**config.mk**
```make
export PLATFORM = sky130hd
export DESIGN_NAME = adsp_port
export DESIGN_NICKNAME = d
export VERILOG_FILES = /design/src/adsp_pkg.sv /design/src/adsp_edge.sv /design/src/adsp_port.sv
export SDC_FILE = /design/constraint.sdc
export NUM_CORES = 1
export LEC_CHECK = 0
export ABC_AREA = 0
export ABC_CLOCK_PERIOD_IN_PS = 2100
export BUFFER_PORTS_ARGS = -buffer_cell sky130_fd_sc_hd__buf_2
export CAP_MARGIN = 20
export CORE_ASPECT_RATIO = 1.5
export CORE_MARGIN = 4
export CORE_UTILIZATION = 55
export DETAILED_ROUTE_END_ITERATION = 7
export PLACE_DENSITY = 0.76
export SLEW_MARGIN = 10
export SYNTH_ARGS = -nofsm -noshare
export SYNTH_HDL_FRONTEND = slang
export SYNTH_SLANG_ARGS = --single-unit
```
**constraint.sdc**
```tcl
create_clock -name CLOCK -period 2.1 [get_ports CLOCK]
set_input_delay 0.315 -clock CLOCK [delete_from_list [all_inputs] [get_ports CLOCK]]
set_output_delay 0.315 -clock CLOCK [all_outputs]
set_load 0.02 [all_outputs]
```
**src/adsp_pkg.sv**
```systemverilog
/*
  Package for the ADC serial port block: timing counts, word widths and the
  carrier structs shared by the port top and its edge-detect helper.
  Assumes a single 100 MHz system clock.
*/
`default_nettype none
package adsp_pkg;
  // System clock period in picoseconds.
  localparam int CLK_PERIOD_PS = 10000;
  // Least low time of the reset pulse, in nanoseconds.
  localparam int RESET_LOW_MIN_NS = 100;
  // Least reset low time in clock cycles, rounded up, at least one.
  localparam int RESET_LOW_CYC = ((RESET_LOW_MIN_NS * 1000 + CLK_PERIOD_PS - 1) / CLK_PERIOD_PS)
                                 < 1 ? 1 :
                                 ((RESET_LOW_MIN_NS * 1000 + CLK_PERIOD_PS - 1) / CLK_PERIOD_PS);
  // Width of one conversion result.
  localparam int RESULT_W = 24;
  // Width of one command word shifted in by the host.
  localparam int CMD_W = 8;
  // Idle level of the serial clock in the normal configuration.
  localparam logic SCLK_IDLE_NORMAL = 1'h1;
  // Reset value of the shift registers.
  localparam logic [RESULT_W-1:0] RESULT_RST = 24'h000000;
  localparam logic [CMD_W-1:0] CMD_RST = 8'h00;
  // Reset value of the serial data output and the data-ready line.
  localparam logic SDO_RST = 1'h1;
  localparam logic DRDY_N_RST = 1'h1;

  // Host-driven serial pins, taken as synchronous to the clock.
  typedef struct packed {
    logic sclk;
    logic cs_n;
    logic sdi;
  } adsp_serial_in_type;

  // Edge events of the serial clock and select; clock edges already mapped to read and write edges.
  typedef struct packed {
    logic launch;
    logic sample;
    logic frame_start;
    logic frame_end;
  } adsp_edge_type;
endpackage
`default_nettype wire

```
**src/adsp_edge.sv**
```systemverilog
/*
  Edge detector for the host serial clock and chip select. Maps raw edges to
  the launch (read) and sample (write) edges per the idle polarity.
  Assumes pins arrive synchronous to CLOCK.
*/
`timescale 1ns/1ps
`default_nettype none
module adsp_edge
(
  input wire logic clk,
  input wire logic rst,
  input wire logic idle_low,
  input wire adsp_pkg::adsp_serial_in_type pins,
  output adsp_pkg::adsp_edge_type edges
);
  logic sclk_d_r;
  logic cs_n_d_r;
  logic rise;
  logic fall;

  // Previous pin levels, used only to spot edges.
  always_ff @(posedge clk)
  begin
    if (rst)
    begin
      sclk_d_r <= adsp_pkg::SCLK_IDLE_NORMAL;
      cs_n_d_r <= 1'h1;
    end
    else
    begin
      sclk_d_r <= pins.sclk;
      cs_n_d_r <= pins.cs_n;
    end
  end

  // With an idle-low clock the roles of the two edges swap.
  always_comb
  begin
    rise = pins.sclk & ~sclk_d_r;
    fall = ~pins.sclk & sclk_d_r;
    edges.launch = ~pins.cs_n & (idle_low ? rise : fall);
    edges.sample = ~pins.cs_n & (idle_low ? fall : rise);
    edges.frame_start = ~pins.cs_n & cs_n_d_r;
    edges.frame_end = pins.cs_n & ~cs_n_d_r;
  end
endmodule // adsp_edge
`default_nettype wire

```
**src/adsp_port.sv**
```systemverilog
/*
  Serial port of a multichannel sigma-delta converter: shifts results out
  to the host, takes command bits in, and drives the data-ready line.
  Assumes the host is the serial master and its pins are synchronous to
  CLOCK; the converter core delivers results as one-cycle strobes.
*/
// Operation
// - Clock idles high; idle-low allowed with toggled select, swapping edges.
// - Read data bits are launched on the falling clock edge.
// - Host sets input data before rising edge; device samples there.
// - Data-ready returns high after the first completed result read.
// - While data-ready is high, repeat reads return the same result.
// - Active-low select enables the port; tied low gives three-wire mode.
// - Reset restores power-on state; exit needs reset high and clock. Here RST is active high, so exit needs RST low and CLOCK.
`timescale 1ns/1ps
`default_nettype none
module adsp_port
#(
  parameter int RESULT_W = adsp_pkg::RESULT_W,
  parameter int CMD_W = adsp_pkg::CMD_W
)
(
  input wire logic CLOCK,
  input wire logic RST,
  input wire logic SCLK_IDLE_LOW,
  input wire logic SCLK,
  input wire logic CS_N,
  input wire logic SDI,
  input wire logic RESULT_VALID,
  input wire logic [RESULT_W-1:0] RESULT_DATA,
  output logic SDO,
  output logic SDO_OE_N,
  output logic DATA_READY_N,
  output logic [CMD_W-1:0] CMD_DATA,
  output logic CMD_VALID,
  output logic RESET_PULSE_SHORT
);
  adsp_pkg::adsp_serial_in_type pins;
  adsp_pkg::adsp_edge_type edges;
  logic [RESULT_W-1:0] result_r;
  logic [RESULT_W-1:0] shift_r;
  logic [$clog2(RESULT_W+1)-1:0] out_cnt_r;
  logic [CMD_W-1:0] cmd_sh_r;
  logic [$clog2(CMD_W+1)-1:0] in_cnt_r;
  logic read_done;
  logic idle_low_r;
  logic [$clog2(adsp_pkg::RESET_LOW_CYC+1)-1:0] rst_cnt_r;

  assign pins = '{sclk: SCLK, cs_n: CS_N, sdi: SDI};

  // Idle polarity is taken only while select is high, so it never flips inside a frame.
  always_ff @(posedge CLOCK)
  begin
    if (RST)
      idle_low_r <= 1'h0;
    else if (CS_N)
      idle_low_r <= SCLK_IDLE_LOW;
  end

  adsp_edge u_edge
  (
    .clk(CLOCK),
    .rst(RST),
    .idle_low(idle_low_r),
    .pins(pins),
    .edges(edges)
  );

  // A read completes when the last result bit has been clocked out.
  assign read_done = edges.sample && (out_cnt_r == RESULT_W[$clog2(RESULT_W+1)-1:0] - 1'b1);

  // Output register: a fresh result replaces the held one; otherwise it stays.
  always_ff @(posedge CLOCK)
  begin
    if (RST)
      result_r <= adsp_pkg::RESULT_RST;
    else if (RESULT_VALID)
      result_r <= RESULT_DATA;
  end

  // Data-ready: set wins over the clear in the same cycle.
  always_ff @(posedge CLOCK)
  begin
    if (RST)
      DATA_READY_N <= adsp_pkg::DRDY_N_RST;
    else if (RESULT_VALID)
      DATA_READY_N <= 1'h0;
    else if (read_done)
      DATA_READY_N <= 1'h1;
  end

  // Read shifter: reload at each frame start so repeats give the same word.
  always_ff @(posedge CLOCK)
  begin
    if (RST)
    begin
      shift_r <= adsp_pkg::RESULT_RST;
      out_cnt_r <= '0;
      SDO <= adsp_pkg::SDO_RST;
    end
    else if (edges.frame_start || (CS_N == 1'h0 && out_cnt_r == '0 && !edges.launch
             && edges.sample == 1'h0 && SCLK == ~idle_low_r))
    begin
      shift_r <= result_r;
      SDO <= result_r[RESULT_W-1];
      out_cnt_r <= edges.frame_start ? '0 : out_cnt_r;
    end
    else if (edges.launch && out_cnt_r != '0)
    begin
      SDO <= shift_r[RESULT_W-1];
    end
    else if (edges.sample)
    begin
      shift_r <= {shift_r[RESULT_W-2:0], 1'h0};
      out_cnt_r <= (out_cnt_r == RESULT_W[$clog2(RESULT_W+1)-1:0] - 1'b1) ? '0
                   : out_cnt_r + 1'b1;
    end
  end

  // Output pin is driven only while selected; enable is low when driving.
  always_ff @(posedge CLOCK)
  begin
    if (RST)
      SDO_OE_N <= 1'h1;
    else
      SDO_OE_N <= CS_N;
  end

  // Command shifter samples input data on the write edge.
  always_ff @(posedge CLOCK)
  begin
    if (RST)
    begin
      cmd_sh_r <= adsp_pkg::CMD_RST;
      in_cnt_r <= '0;
      CMD_DATA <= adsp_pkg::CMD_RST;
      CMD_VALID <= 1'h0;
    end
    else
    begin
      CMD_VALID <= 1'h0;
      if (edges.frame_start)
        in_cnt_r <= '0;
      else if (edges.sample)
      begin
        cmd_sh_r <= {cmd_sh_r[CMD_W-2:0], SDI};
        if (in_cnt_r == CMD_W[$clog2(CMD_W+1)-1:0] - 1'b1)
        begin
          in_cnt_r <= '0;
          CMD_DATA <= {cmd_sh_r[CMD_W-2:0], SDI};
          CMD_VALID <= 1'h1;
        end
        else
          in_cnt_r <= in_cnt_r + 1'b1;
      end
    end
  end

  // Flags a reset held for fewer cycles than the least pulse width; the
  // design still resets, this only reports the host breaking its timing.
  always_ff @(posedge CLOCK)
  begin
    if (RST)
    begin
      if (rst_cnt_r != adsp_pkg::RESET_LOW_CYC[$clog2(adsp_pkg::RESET_LOW_CYC+1)-1:0])
        rst_cnt_r <= rst_cnt_r + 1'b1;
      RESET_PULSE_SHORT <= 1'h0;
    end
    else
    begin
      if (rst_cnt_r != '0)
        RESET_PULSE_SHORT <= rst_cnt_r <
          adsp_pkg::RESET_LOW_CYC[$clog2(adsp_pkg::RESET_LOW_CYC+1)-1:0];
      rst_cnt_r <= '0;
    end
  end
endmodule // adsp_port
`default_nettype wire

```
### Word-level counts from Yosys, hierarchy flattened

Cells that the tools add are included.

* add/sub/neg operators: 3
* magnitude comparators: 1
* equal/unequal tests: 6
* multiplexer cells: 16
* bitwise gates (word level): 11
* reductions and logical operators: 20

Operators by type and width (count)
* 24-bit 2-to-1 mux: 3
* 5-bit 2-to-1 mux: 5
* 4-bit by 1-bit adder with 4-bit output, second input constant: 2
* 1-bit 2-to-1 mux: 7
* 1-bit logical AND: 6
* 1-bit NOT: 6
* 3-bit AND reduction: 2
* 2-bit nonzero test: 3
* 5-bit by 1-bit adder with 5-bit output, second input constant: 1
* 1-bit AND: 5
* 5-bit equality test, second input constant: 1
* 5-bit zero test: 1
* 5-bit nonzero test: 1
* 4-bit by 3-bit equality test with 1-bit output, second input constant: 1
* 4-bit < comparator, second input constant: 1
* 4-bit 2-to-1 mux: 1
* 2-bit != test, second input constant: 2
* 4-bit != test, second input constant: 1
* 2-bit AND reduction: 2
* 4-bit nonzero test: 1
* 3-bit OR reduction: 1
* 2-bit OR reduction: 1
* 1-bit equality test: 1
* 1-bit zero test: 1
* 1-bit logical OR: 1

* register bits after elaboration: 83
* input port bits: 31
* output and inout bits: 13
* word-level logic and storage cells: 71

### Logic depth before layout (Yosys ltp)

Gate-level depths: netlist of run 1.

* word-level depth: 11
* gate-level depth with buffers: 7

### Modules after synthesis

From an unflattened synthesis of run 1, not the netlist that was laid out.

* cell total of the unflattened synthesis: 396
* area, all modules: 3627.2 um2

By module, submodules not included
* adsp_port: instances 1, cells an instance 384, area each 3508.4 um2, seq. area each 1641.6 um2
* adsp_edge: instances 1, cells an instance 12, area each 118.9 um2, seq. area each 40.0 um2

### Worst setup path after synthesis of run 1

OpenSTA, ideal clock, no wires.

* kind: flip-flop to flip-flop
* start: reg idle_low_r
* end: reg CMD_DATA[0]
* library setup time: 128 ps
* data arrival time: 1779 ps
* required time: 1972 ps
* setup slack: 193 ps
* stages on the path, launching flop included: 6
* path buffers: 1
* path through: dfxtp_1 > or3b_1 > buf_6 > a2111oi_4 > mux2i_1 > nor2_1

* cells in the longest elaborated chain, start to end: 3

Ends and longest elaborated chain
* start: declaration: line adsp_port.sv:46 `logic idle_low_r;`
* start signal: assignment: line adsp_port.sv:55 `idle_low_r <= 1'h0;`
* start signal: assignment: line adsp_port.sv:57 `idle_low_r <= SCLK_IDLE_LOW;`
* 1-bit 2-to-1 mux: line adsp_edge.sv:42 `edges.sample = ~pins.cs_n & (idle_low ? fall : rise);`
* 1-bit AND: line adsp_edge.sv:42
* 3-bit AND reduction (no source line)
* end signal: assignment: line adsp_port.sv:136 `CMD_DATA <= adsp_pkg::CMD_RST;`
* end signal: assignment: line adsp_port.sv:150 `CMD_DATA <= {cmd_sh_r[CMD_W-2:0], SDI};`
* end: declaration: line adsp_port.sv:34 `output logic [CMD_W-1:0] CMD_DATA,`

Every way passes these cells.
A chain may end at the register's enable or synchronous reset.

### Worst setup path in the final report of run 1

* start: reg idle_low_r
* end: reg CMD_DATA[7]

The elaborated chain is that of the path after synthesis.

==> impl_summary.log, run 1 <==
[metrics] outcome: finished clean
[metrics] Distinct cells, synth: 37
[metrics] width of the chip: approximately 72 um
[metrics] Final setup viols: 0
[metrics] TritonCTS buffer count: 9
[metrics] Peak Freq: about 530 MHz
[metrics] switch share: between 20 and 25%
[metrics] Placement Cell Area: 3740 um2
[metrics] worst setup path endpoint: CMD_DATA[7]
[metrics] total negative setup slack: 0 ns
[metrics] Final Hold Violating Endpoints: 0
[metrics] Met1 Routed Length: around 3.0 mm
[metrics] switching power total: between 700 and 800 uW
[metrics] commonest non-fill, non-tap cell in the layout: sky130_fd_sc_hd__dfxtp_1
[metrics] Final Skew: ~0.0065 ns
[metrics] sum of overflow across all layers after global routing: 0
[metrics] combined area of the multi-input logic cells: around 1600 um2
[metrics] max-slew headroom at the worst pin: around half
[metrics] Residual DRC: 0
[metrics] mean post-synth cell area: ~9.0 um2
[metrics] worst path bufs/invs: 1
[metrics] Worst path top cell family by delay: simple AND/OR/NAND/NOR gates
[metrics] root buffer selected by CTS: sky130_fd_sc_hd__clkbuf_8
[metrics] Final Cycle Share: 90.5%
[metrics] Lkg Pwr: roughly 0.0016 uW
[metrics] Clock power frac: roughly 36%
[metrics] Setup Slack @ Placement: about 0.14 ns
[metrics] I/O Pins: 44
[metrics] largest stage delay on the critical path: between 0.5 and 0.6 ns
[metrics] crit-path cells: or3b_1 -> a2111oi_4 -> buf_4 -> mux2i_1 -> nor2_1
[metrics] number of pins with negative max-slew slack in the final report: 0
[metrics] unrepaired setup endpoints after global routing: no
[metrics] Sequential Power Share: 54.3%
[metrics] post-layout min period: 1.90 ns
[metrics] total non-filler cell area in the finished layout: 3950 um2
[metrics] Worst R2R End: CMD_DATA[7]
[metrics] fraction of the yosys area taken by sequential cells: around 48%
[metrics] Site Rows: 35
[metrics] GRT Total Usage: ~20%
[metrics] die height: 105 um
[metrics] cell area after synthesis: ~3400 um2
[metrics] clock buffer depth: 2
[metrics] Max Cap Violations: 0
[metrics] type of the worst setup path: reg -> reg
[metrics] source of the critical timing path: idle_low_r
[metrics] Crit path arrival time: ~2.1 ns
[metrics] synthesized netlist cell count: roughly 380
[metrics] later-pin clock latency in the skew report: ~0.35 ns
[metrics] drt via density: approximately 5.6
[metrics] hold crit path type: in -> reg
[metrics] Data required, critical path: around 2.3 ns
[metrics] count of TritonRoute iterations in the first routing pass: 4
[metrics] TritonCTS clock tree: built
[metrics] starting DRC count in detailed routing: around 140
[metrics] area of the die: between 7000 and 8000 um2
[metrics] total routed wirelength: 6.92 mm
[metrics] final-stage net count: 460
[metrics] placed wire-length estimate: about 4.7 mm
[metrics] global-route wire length before repair: between 10 and 15 mm
[metrics] element type at the critical path end: flop
[metrics] total met2 wirelength after detailed routing: between 3 and 4 mm
[metrics] Pwr per Cell Area: 797 nW/um2
[metrics] Top Metal Used: met4
[metrics] clock transition at the register clock pins on the worst setup and hold paths after CTS: 0.08 ns
[metrics] Comb pwr share: 10.1%
[metrics] total core area: 6090 um2
[metrics] antenna viol nets, final: 0
[metrics] number of gates on the worst path with buffers counted: 5
[metrics] nets in the synthesized netlist: 418
[metrics] count of vias placed by the detailed router: 2818
[metrics] share of final-layout standard cells stronger than drive strength 1: ~18%
[metrics] antenna violations before repair: 0
[metrics] number of levels in the clock H-tree: 3
[metrics] pin count of the biggest net entering global routing: 37
[metrics] final weighted congestion of routability-driven global placement: just under 0.9
[metrics] critical path fanouts, max: 8
[metrics] Worst IR Drop VDD: 0.555 mV
[metrics] flop-to-flop setup slack: between 0.15 and 0.2 ns
[metrics] area added between synthesis and finish: 15.1%
[metrics] slew at the pin closest to its max-slew limit: ~0.73 ns
[metrics] starting density of the core: about 56%
[metrics] clock tree sinks: between 80 and 90
[metrics] via count of the first global-routing pass: ~2700
[metrics] sequential cell area: about 1700 um2
[metrics] DR WL/cell: approximately 14 um
[metrics] cell-internal power: about 2400 uW
[metrics] number of cells traversed by the worst register-to-register path: 5
[metrics] smallest setup slack after layout: 0.200 ns
[metrics] count of antenna diodes in the layout: 0
[metrics] Yosys warning count: 0
[metrics] wire length on met3: between 200 and 250 um
[metrics] slowest cell on the critical path: sky130_fd_sc_hd__or3b_1
[metrics] I/O Buffers: 43
[metrics] number of synthesized register bits: 83
[metrics] type of origin of the critical path: flop
[metrics] worst flop-to-flop path startpoint: idle_low_r
[metrics] commonest cells after routing, fill and taps aside: 83 x sky130_fd_sc_hd__dfxtp_1, 63 x sky130_fd_sc_hd__nand2_1, 43 x sky130_fd_sc_hd__nor2_1, 43 x sky130_fd_sc_hd__buf_2, 38 x sky130_fd_sc_hd__a21oi_1
[metrics] number of fill cells: approximately 500
[metrics] worst slack on hold paths: 0.195 ns
## worst min-delay path by stage
stage | from | to | slack (ns) | cells after the start
6_report | RESULT_DATA[4] | result_r[4] | 0.20 | 3
4_1_cts | RESULT_DATA[4] | result_r[4] | 0.19 | 3
2_1_floorplan | SCLK | u_edge.sclk_d_r | 0.42 | 1
3_3_place_gp | cmd_sh_r[3] | cmd_sh_r[4] | 0.46 | 2
5_1_grt | RESULT_DATA[8] | result_r[8] | 0.20 | 3
3_5_place_dp | cmd_sh_r[5] | cmd_sh_r[6] | 0.46 | 2
## Yosys cell counts
master	number	area share (%)
sky130_fd_sc_hd__o211a_1	1	0.29
sky130_fd_sc_hd__buf_6	1	0.33
sky130_fd_sc_hd__buf_1	3	0.33
sky130_fd_sc_hd__mux2i_1	36	11
sky130_fd_sc_hd__a21oi_2	1	0.26
sky130_fd_sc_hd__and3b_1	1	0.26
sky130_fd_sc_hd__nor3_1	1	0.15
sky130_fd_sc_hd__nor4b_1	1	0.26
sky130_fd_sc_hd__nand4_1	2	0.37
sky130_fd_sc_hd__inv_1	10	1.1
sky130_fd_sc_hd__nor3b_1	2	0.44
sky130_fd_sc_hd__buf_2	3	0.44
sky130_fd_sc_hd__nand2_1	63	6.9
sky130_fd_sc_hd__or3b_2	1	0.26
sky130_fd_sc_hd__o21ai_0	11	1.6
sky130_fd_sc_hd__or4_1	4	0.88
sky130_fd_sc_hd__xnor2_1	3	0.77
sky130_fd_sc_hd__a211oi_1	4	0.88
sky130_fd_sc_hd__or3b_1	1	0.26
sky130_fd_sc_hd__nand3b_1	3	0.66
sky130_fd_sc_hd__a211o_1	1	0.26
sky130_fd_sc_hd__o211ai_1	1	0.22
sky130_fd_sc_hd__clkbuf_1	19	2.1
sky130_fd_sc_hd__mux2_2	2	0.66
sky130_fd_sc_hd__nor2b_1	2	0.37
sky130_fd_sc_hd__a311oi_1	23	5.9
sky130_fd_sc_hd__ha_1	6	2.2
sky130_fd_sc_hd__a21o_1	1	0.22
sky130_fd_sc_hd__a21oi_1	38	5.5
sky130_fd_sc_hd__or2_2	1	0.18
sky130_fd_sc_hd__xor2_1	1	0.26
sky130_fd_sc_hd__nand3_1	5	0.73
sky130_fd_sc_hd__dfxtp_1	83	48
sky130_fd_sc_hd__nor2_1	43	4.7
sky130_fd_sc_hd__o41a_1	1	0.33
sky130_fd_sc_hd__a2111oi_4	1	0.80
sky130_fd_sc_hd__a31oi_1	1	0.18
## power groups by stage
stage	Clock [uW]	Sequential, uW	Combinational [uW]
3_3_place_gp	0	1740	311
6_report	1120	1710	319
4_1_cts	1140	1710	321
3_5_place_dp	0	1740	320
5_1_grt	1210	1720	362
2_1_floorplan	0	1740	222
## per-layer routing
layer	vias to the layer above	track usage [%]
met5	-	0
li1	1422	-
met1	1334	23.7
met3	9	4.04
met2	53	33.1
met4	0	9.50
## tightest hold or removal path: stages
cell and delay, ns:
sky130_fd_sc_hd__buf_2 0.07, sky130_fd_sc_hd__mux2i_1 0.05, sky130_fd_sc_hd__nor2_1 0.07
## per-stage QoR
step | cells | utilization [%] | total power, uW
after floorplan | 381 | - | 1960
after detailed placement | 486 | 61.5 | 2060
after CTS | 502 | 64.7 | 3170
after global placement | 486 | 61.5 | 2050
after global routing | 502 | 64.8 | 3290
final | 502 | 64.8 | 3140
## state kept, by name (all words and copies together), names as in the netlist, 4 cells and up
| signal | flops |
|---|---|
| in_cnt_r | 4 |
| shift_r | 24 |
| CMD_DATA | 8 |
| result_r | 24 |
| out_cnt_r | 5 |
| cmd_sh_r | 7 |
| rst_cnt_r | 4 |
## cell type report
type / instances / area share [%]
Sequential cell: 83 / 42.1
Multi-Input combinational cell: 262 / 41.2
Timing Repair Buffer: 57 / 8.44
Clock buffer: 12 / 3.68
Tap cell: 74 / 2.35
Clock inverter: 4 / 1.27
Inverter: 10 / 0.951
## what timing repair did
item	in CTS	in global routing
setup buffers	0	0
hold buffers	0	0
setup endpoints to repair	0	2
gates resized for setup	0	1
## cells by family (layout without fill, tap and decap cells)
logic type	Yosys count	in the layout	share of synthesized area, %
AND/OR/NAND/NOR	130	130	16.4
AO/OA/AOI/OAI	84	84	16.5
flip-flops	83	83	48.5
multiplexers	38	38	11.2
buffers and inverters	36	83	4.27
adder cells (fa/ha/maj)	6	6	2.19
XOR/XNOR	4	4	1.02
Power figures use the tool's default switching activity.
==> inputs of run 2 (changes only) <==
--- a/config.mk
+++ b/config.mk
@@ -9,7 +9,6 @@
 export ABC_CLOCK_PERIOD_IN_PS = 2100
 export BUFFER_PORTS_ARGS = -buffer_cell sky130_fd_sc_hd__buf_2
 export CAP_MARGIN = 20
-export CORE_ASPECT_RATIO = 1.5
 export CORE_MARGIN = 4
 export CORE_UTILIZATION = 55
 export DETAILED_ROUTE_END_ITERATION = 7
==> run 2 against run 1 <==
Compared with the run above:
- non-clock buffer count shrank 2
- register-to-register slack is essentially flat
- count of clock-buffer cells in the layout shrank 1
- sequential cell count is the same
- sequential power is essentially flat
- core utilization grew 0.14 points
==> impl_summary.log, run 2 (synthesized netlist as in run 1, its figures left out) <==
[metrics] outcome: finished clean
[metrics] Resize count post-CTS: 0
[metrics] slew at the pin closest to its max-slew limit: between 0.4 and 0.5 ns
[metrics] Crit path arrival time: between 2 and 2.5 ns
[metrics] commonest cells after routing, fill and taps aside: 83 x sky130_fd_sc_hd__dfxtp_1, 63 x sky130_fd_sc_hd__nand2_1, 43 x sky130_fd_sc_hd__nor2_1, 43 x sky130_fd_sc_hd__buf_2, 38 x sky130_fd_sc_hd__a21oi_1
[metrics] Lkg Pwr: ~0.0015 uW
[metrics] critical path fanouts, max: 8
[metrics] width of the chip: 86.9 um
[metrics] post-layout total power: 2990 uW
[metrics] number of setup buffers added after CTS: 0
[metrics] Final setup viols: 0
[metrics] area added between synthesis and finish: 13.5%
[metrics] number of fill cells: roughly 500
[metrics] final-stage net count: 458
[metrics] area of the die: between 7000 and 8000 um2
[metrics] worst path bufs/invs: 1
[metrics] count of antenna diodes in the layout: 0
[metrics] final weighted congestion of routability-driven global placement: between 0.8 and 0.9
[metrics] I/O Buffers: 43
[metrics] Final Skew: around 0.0075 ns
[metrics] element type at the critical path end: flop
[metrics] total routed wirelength: between 6 and 7 mm
[metrics] Residual DRC: 0
[metrics] Worst path top cell family by delay: simple AND/OR/NAND/NOR gates
[metrics] GRT Total Usage: between 10% and 20%
[metrics] commonest non-fill, non-tap cell in the layout: sky130_fd_sc_hd__dfxtp_1
[metrics] Worst IR Drop VDD: 0.449 mV
[metrics] clock buffer depth: 2
[metrics] TritonCTS clock tree: built
[metrics] Max Cap Violations: 0
[metrics] slowest cell on the critical path: sky130_fd_sc_hd__or3b_1
[metrics] max-slew headroom at the worst pin: 67.1%
[metrics] starting density of the core: 57.2%
[metrics] clock tree sinks: 83
[metrics] count of vias placed by the detailed router: 2835
[metrics] registers with the highest flip-flop counts: result_r (24), shift_r (24), CMD_DATA (8)
[metrics] die height: 86.9 um
[metrics] antenna violations before repair: 0
[metrics] later-pin clock latency in the skew report: between 0.3 and 0.4 ns
[metrics] number of cells traversed by the worst register-to-register path: 5
[metrics] root buffer selected by CTS: sky130_fd_sc_hd__clkbuf_8
[metrics] pin count of the biggest net entering global routing: 34
[metrics] hold-fix buffers at CTS: 0
[metrics] I/O Pins: 44
[metrics] Site Rows: 28
[metrics] drt via density: around 5.7
[metrics] total negative setup slack: 0 ns
[metrics] flop-to-flop setup slack: roughly 0.19 ns
[metrics] unrepaired setup endpoints after global routing: no
[metrics] Endpoint, Worst Hold: result_r[6]
[metrics] Peak Freq: approximately 520 MHz
[metrics] TritonCTS buffer count: 9
[metrics] placed wire-length estimate: roughly 4.6 mm
[metrics] worst flop-to-flop path startpoint: idle_low_r
[metrics] antenna viol nets, final: 0
[metrics] number of levels in the clock H-tree: 3
[metrics] type of origin of the critical path: flop
[metrics] crit-path cells: or3b_1 -> a2111oi_4 -> buf_4 -> mux2i_1 -> nor2_1
[metrics] type of the worst setup path: reg -> reg
[metrics] hold path depth: 3
[metrics] share of final-layout standard cells stronger than drive strength 1: ~18%
[metrics] Final Hold Violating Endpoints: 0
[metrics] starting DRC count in detailed routing: 148
[metrics] sum of overflow across all layers after global routing: 0
[metrics] DR WL/cell: 13.9 um
[metrics] Worst R2R End: CMD_DATA[3]
[metrics] number of pins with negative max-slew slack in the final report: 0
[metrics] Final Cycle Share: 90.8%
[metrics] global-route wire length before repair: roughly 12 mm
[metrics] post-layout min period: between 1.5 and 2 ns
[metrics] count of TritonRoute iterations in the first routing pass: 4
[metrics] clock transition at the register clock pins on the worst setup and hold paths after CTS: around 0.080 ns
[metrics] total core area: ~6000 um2
[metrics] Pwr per Cell Area: 769 nW/um2
[metrics] Data required, critical path: around 2.3 ns
[metrics] largest stage delay on the critical path: around 0.53 ns
[metrics] critical hold path startpoint: RESULT_DATA[6]
[metrics] hold crit path type: in -> reg
[metrics] via count of the first global-routing pass: ~2800
[run 2: power breakdown]
group | switching (uW) | internal (uW)
sequential | 47.8 | 1660
combinational | 184 | 135
clock | 546 | 423
total | 778 | 2210
[run 2: stage by stage]
| step | area (um2) | worst slack, ns | cells | hold WS, ns | utilization (%) |
|---|---|---|---|---|---|
| finish | 3890 | 0.193 | 501 | 0.190 | 65.0 |
| global route | 3890 | 0.00825 | 501 | 0.193 | 65.0 |
| CTS | 3890 | 0.171 | 501 | 0.179 | 65.0 |
| detailed placement | 3730 | 0.132 | 485 | 0.466 | 62.3 |
| global placement | 3730 | 0.182 | 485 | 0.455 | 62.3 |
| floorplan | 3430 | 0.193 | 381 | 0.422 | - |
[run 2: worst max-delay path by stage]
stage,start,endpoint,slack [ns],cells after the start
6_report,idle_low_r,CMD_DATA[3],0.19,5
5_1_grt,out_cnt_r[0],shift_r[20],0.008,7
4_1_cts,idle_low_r,CMD_DATA[3],0.17,5
3_5_place_dp,SCLK,CMD_DATA[3],0.13,6
3_3_place_gp,SCLK,CMD_DATA[0],0.18,6
2_1_floorplan,idle_low_r,CMD_DATA[0],0.19,5
[run 2: layout make-up]
| class | instances | area, um2 | area share [%] |
|---|---|---|---|
| clock inverters | 5 | 30.0 | 0.772 |
| flip-flops and latches | 83 | 1660 | 42.7 |
| repair buffers | 55 | 318 | 8.17 |
| clock buffers | 11 | 131 | 3.38 |
| inverters | 10 | 37.5 | 0.965 |
| multi-input cells | 262 | 1620 | 41.6 |
| well taps | 75 | 93.8 | 2.41 |
[run 2: metal layers]
metal	part of all wire (%)	global-route usage, %	wire length [um]
met5	0	0	0
met4	2.3	11.5	163
met3	4.8	3.88	336
met2	48	32.8	3310
met1	45	23.9	3140
[run 2: worst reg2reg max path, stage by stage (launching register included)]
cell and delay [ns]:
sky130_fd_sc_hd__dfxtp_1 0.37, sky130_fd_sc_hd__or3b_1 0.54, sky130_fd_sc_hd__a2111oi_4 0.38, sky130_fd_sc_hd__buf_4 0.24, sky130_fd_sc_hd__mux2i_1 0.21, sky130_fd_sc_hd__nor2_1 0.05
==> inputs of run 3 (changes only) <==
--- a/config.mk
+++ b/config.mk
@@ -10,9 +10,8 @@
 export BUFFER_PORTS_ARGS = -buffer_cell sky130_fd_sc_hd__buf_2
 export CAP_MARGIN = 20
 export CORE_MARGIN = 4
-export CORE_UTILIZATION = 55
+export CORE_UTILIZATION = 35
 export DETAILED_ROUTE_END_ITERATION = 7
-export PLACE_DENSITY = 0.76
 export SLEW_MARGIN = 10
 export SYNTH_ARGS = -nofsm -noshare
 export SYNTH_HDL_FRONTEND = slang
==> run 3 against run 2 <==
Compared with the run above:
- cell area up 3.4%
- sequential share of layout area down 1.4 points
- combinational power about the same
- power up 6.0%
- critical path depth down 1
- register-to-register slack better by 0.03 ns
- fmax up 1.5%
- critical endpoint is now out_cnt_r[0]
- largest power group unchanged
- highest routed layer unchanged
==> impl_summary.log, run 3 (synthesized netlist as in run 1, its figures left out) <==
[metrics] total routed wirelength: around 7.5 mm
[metrics] Lkg Pwr: approximately 0.0016 uW
[metrics] Pwr per Cell Area: 788 nW/um2
[metrics] Crit path arrival time: ~2.2 ns
[metrics] hold-fix buffers at CTS: 0
[metrics] count of TritonRoute iterations in the first routing pass: 4
[metrics] total core area: roughly 9400 um2
[metrics] pin count of the biggest net entering global routing: 30
[metrics] slew at the pin closest to its max-slew limit: approximately 0.52 ns
[metrics] crit-path cells: or3b_1 -> a21o_1 -> or4_1 -> a21oi_1
[metrics] element type at the critical path end: flop
[metrics] antenna viol nets, final: 0
[metrics] post-layout min period: around 1.9 ns
[metrics] type of the worst setup path: reg -> reg
[metrics] registers with the highest flip-flop counts: result_r (24), shift_r (24), CMD_DATA (8)
[metrics] Residual DRC: 0
[metrics] type of origin of the critical path: flop
[metrics] Final Skew: a little over 0.006 ns
[metrics] Final Cycle Share: 89.4%
[metrics] TritonCTS buffer count: 9
[metrics] clock buffer depth: 2
[metrics] commonest cells after routing, fill and taps aside: 83 x sky130_fd_sc_hd__dfxtp_1, 63 x sky130_fd_sc_hd__nand2_1, 43 x sky130_fd_sc_hd__nor2_1, 43 x sky130_fd_sc_hd__buf_2, 38 x sky130_fd_sc_hd__a21oi_1
[metrics] TritonCTS clock tree: built
[metrics] number of placed instances, taps included: ~540
[metrics] critical path fanouts, max: 7
[metrics] starting density of the core: between 30% and 40%
[metrics] Final setup viols: 0
[metrics] die height: ~110 um
[metrics] area added between synthesis and finish: 17.4%
[metrics] Final Hold Violating Endpoints: 0
[metrics] antenna violations before repair: 0
[metrics] sum of overflow across all layers after global routing: 0
[metrics] share of final-layout standard cells stronger than drive strength 1: roughly 18%
[metrics] Worst IR Drop VDD: 0.441 mV
[metrics] clock transition at the register clock pins on the worst setup and hold paths after CTS: 0.08 ns
[metrics] GRT Total Usage: between 10% and 20%
[metrics] Site Rows: 35
[metrics] placed wire-length estimate: 4.99 mm
[metrics] number of setup buffers added after CTS: 0
[metrics] count of placed standard cells in the final layout, fillers left out: 554
[metrics] starting DRC count in detailed routing: between 100 and 150
[metrics] DR WL/cell: 13.6 um
[metrics] width of the chip: ~110 um
[metrics] combined area of the multi-input logic cells: around 1600 um2
[metrics] I/O Pins: 44
[metrics] commonest non-fill, non-tap cell in the layout: sky130_fd_sc_hd__dfxtp_1
[metrics] later-pin clock latency in the skew report: about 0.35 ns
[metrics] max-slew headroom at the worst pin: 65.6%
[metrics] root buffer selected by CTS: sky130_fd_sc_hd__clkbuf_8
[metrics] number of pins with negative max-slew slack in the final report: 0
[metrics] clock tree sinks: between 80 and 90
[metrics] Worst path top cell family by delay: simple AND/OR/NAND/NOR gates
[metrics] worst path bufs/invs: 0
[metrics] largest stage delay on the critical path: 0.53 ns
[metrics] hold crit path type: in -> reg
[metrics] final weighted congestion of routability-driven global placement: ~0.78
[metrics] area of the die: 11400 um2
[metrics] Data required, critical path: ~2.4 ns
[metrics] total negative setup slack: 0 ns
[metrics] count of antenna diodes in the layout: 0
[metrics] I/O Buffers: 43
[metrics] number of levels in the clock H-tree: 3
[metrics] unrepaired setup endpoints after global routing: no
[metrics] sequential cell area: roughly 1700 um2
[metrics] Peak Freq: approximately 530 MHz
[metrics] Max Cap Violations: 0
[metrics] drt via density: 5.03
[metrics] outcome: finished clean
[metrics] number of fill cells: a little under 1000
[metrics] count of vias placed by the detailed router: roughly 2800
[metrics] slowest cell on the critical path: sky130_fd_sc_hd__or3b_1
[metrics] global-route wire length before repair: about 13 mm
[metrics] via count of the first global-routing pass: 2717
[metrics] final-stage net count: between 400 and 500
-- run 3: stage by stage --
stage | util, % | total power (uW) | hold slack [ns] | setup WS (ns) | cell area, um2
after floorplan | - | 1960 | 0.422 | 0.193 | 3430
after global placement | 40.8 | 2060 | 0.454 | 0.186 | 3820
after detailed placement | 40.8 | 2070 | 0.463 | 0.155 | 3820
after CTS | 42.9 | 3210 | 0.183 | 0.127 | 4020
after global routing | 42.9 | 3340 | 0.187 | 0.101 | 4020
final | 42.9 | 3170 | 0.201 | 0.222 | 4020
-- run 3: worst min-delay path, stage by stage --
cell,delay [ns]
sky130_fd_sc_hd__buf_2,0.08
sky130_fd_sc_hd__mux2i_1,0.06
sky130_fd_sc_hd__nor2_1,0.07
-- run 3: timing repair --
item / CTS / global route
hold endpoints to repair: 0 / 0
setup endpoints to repair: 0 / 13
gates resized for setup: 0 / 1
-- run 3: per-layer routing --
layer  vias up  wire (um)  share of wire [%]  track usage (%)
met2        47       3640                 48             23.2
li1       1412          -                  -                -
met4         0         72               0.96             3.56
met3         8        351                4.7             4.46
met1      1320       3470                 46             17.5
met5         -          0                  0                0
-- run 3: area by class of cell --
cell class	count	share of cell area, %
flip-flops and latches	83	41.3
multi-input cells	262	40.4
repair buffers	55	8.52
well taps	129	4.01
clock buffers	13	3.95
inverters	10	0.933
clock inverters	2	0.871
-- run 3: report_power, final --
group | internal, uW | total, uW | switching [uW] | leakage [uW]
sequential | 1660 | 1710 | 51.9 | 0.000681
clock | 608 | 1140 | 535 | 0.0000995
combinational | 137 | 322 | 185 | 0.000783
-- run 3: final timing paths --
| path | from | end | slack [ns] | cells past startpoint |
|---|---|---|---|---|
| hold / removal | RESULT_DATA[17] | result_r[17] | 0.20 | 3 |
| hold reg to reg | cmd_sh_r[4] | cmd_sh_r[5] | 0.47 | 2 |
| setup / recovery | idle_low_r | out_cnt_r[0] | 0.22 | 4 |
| setup reg to reg | idle_low_r | out_cnt_r[0] | 0.22 | 4 |
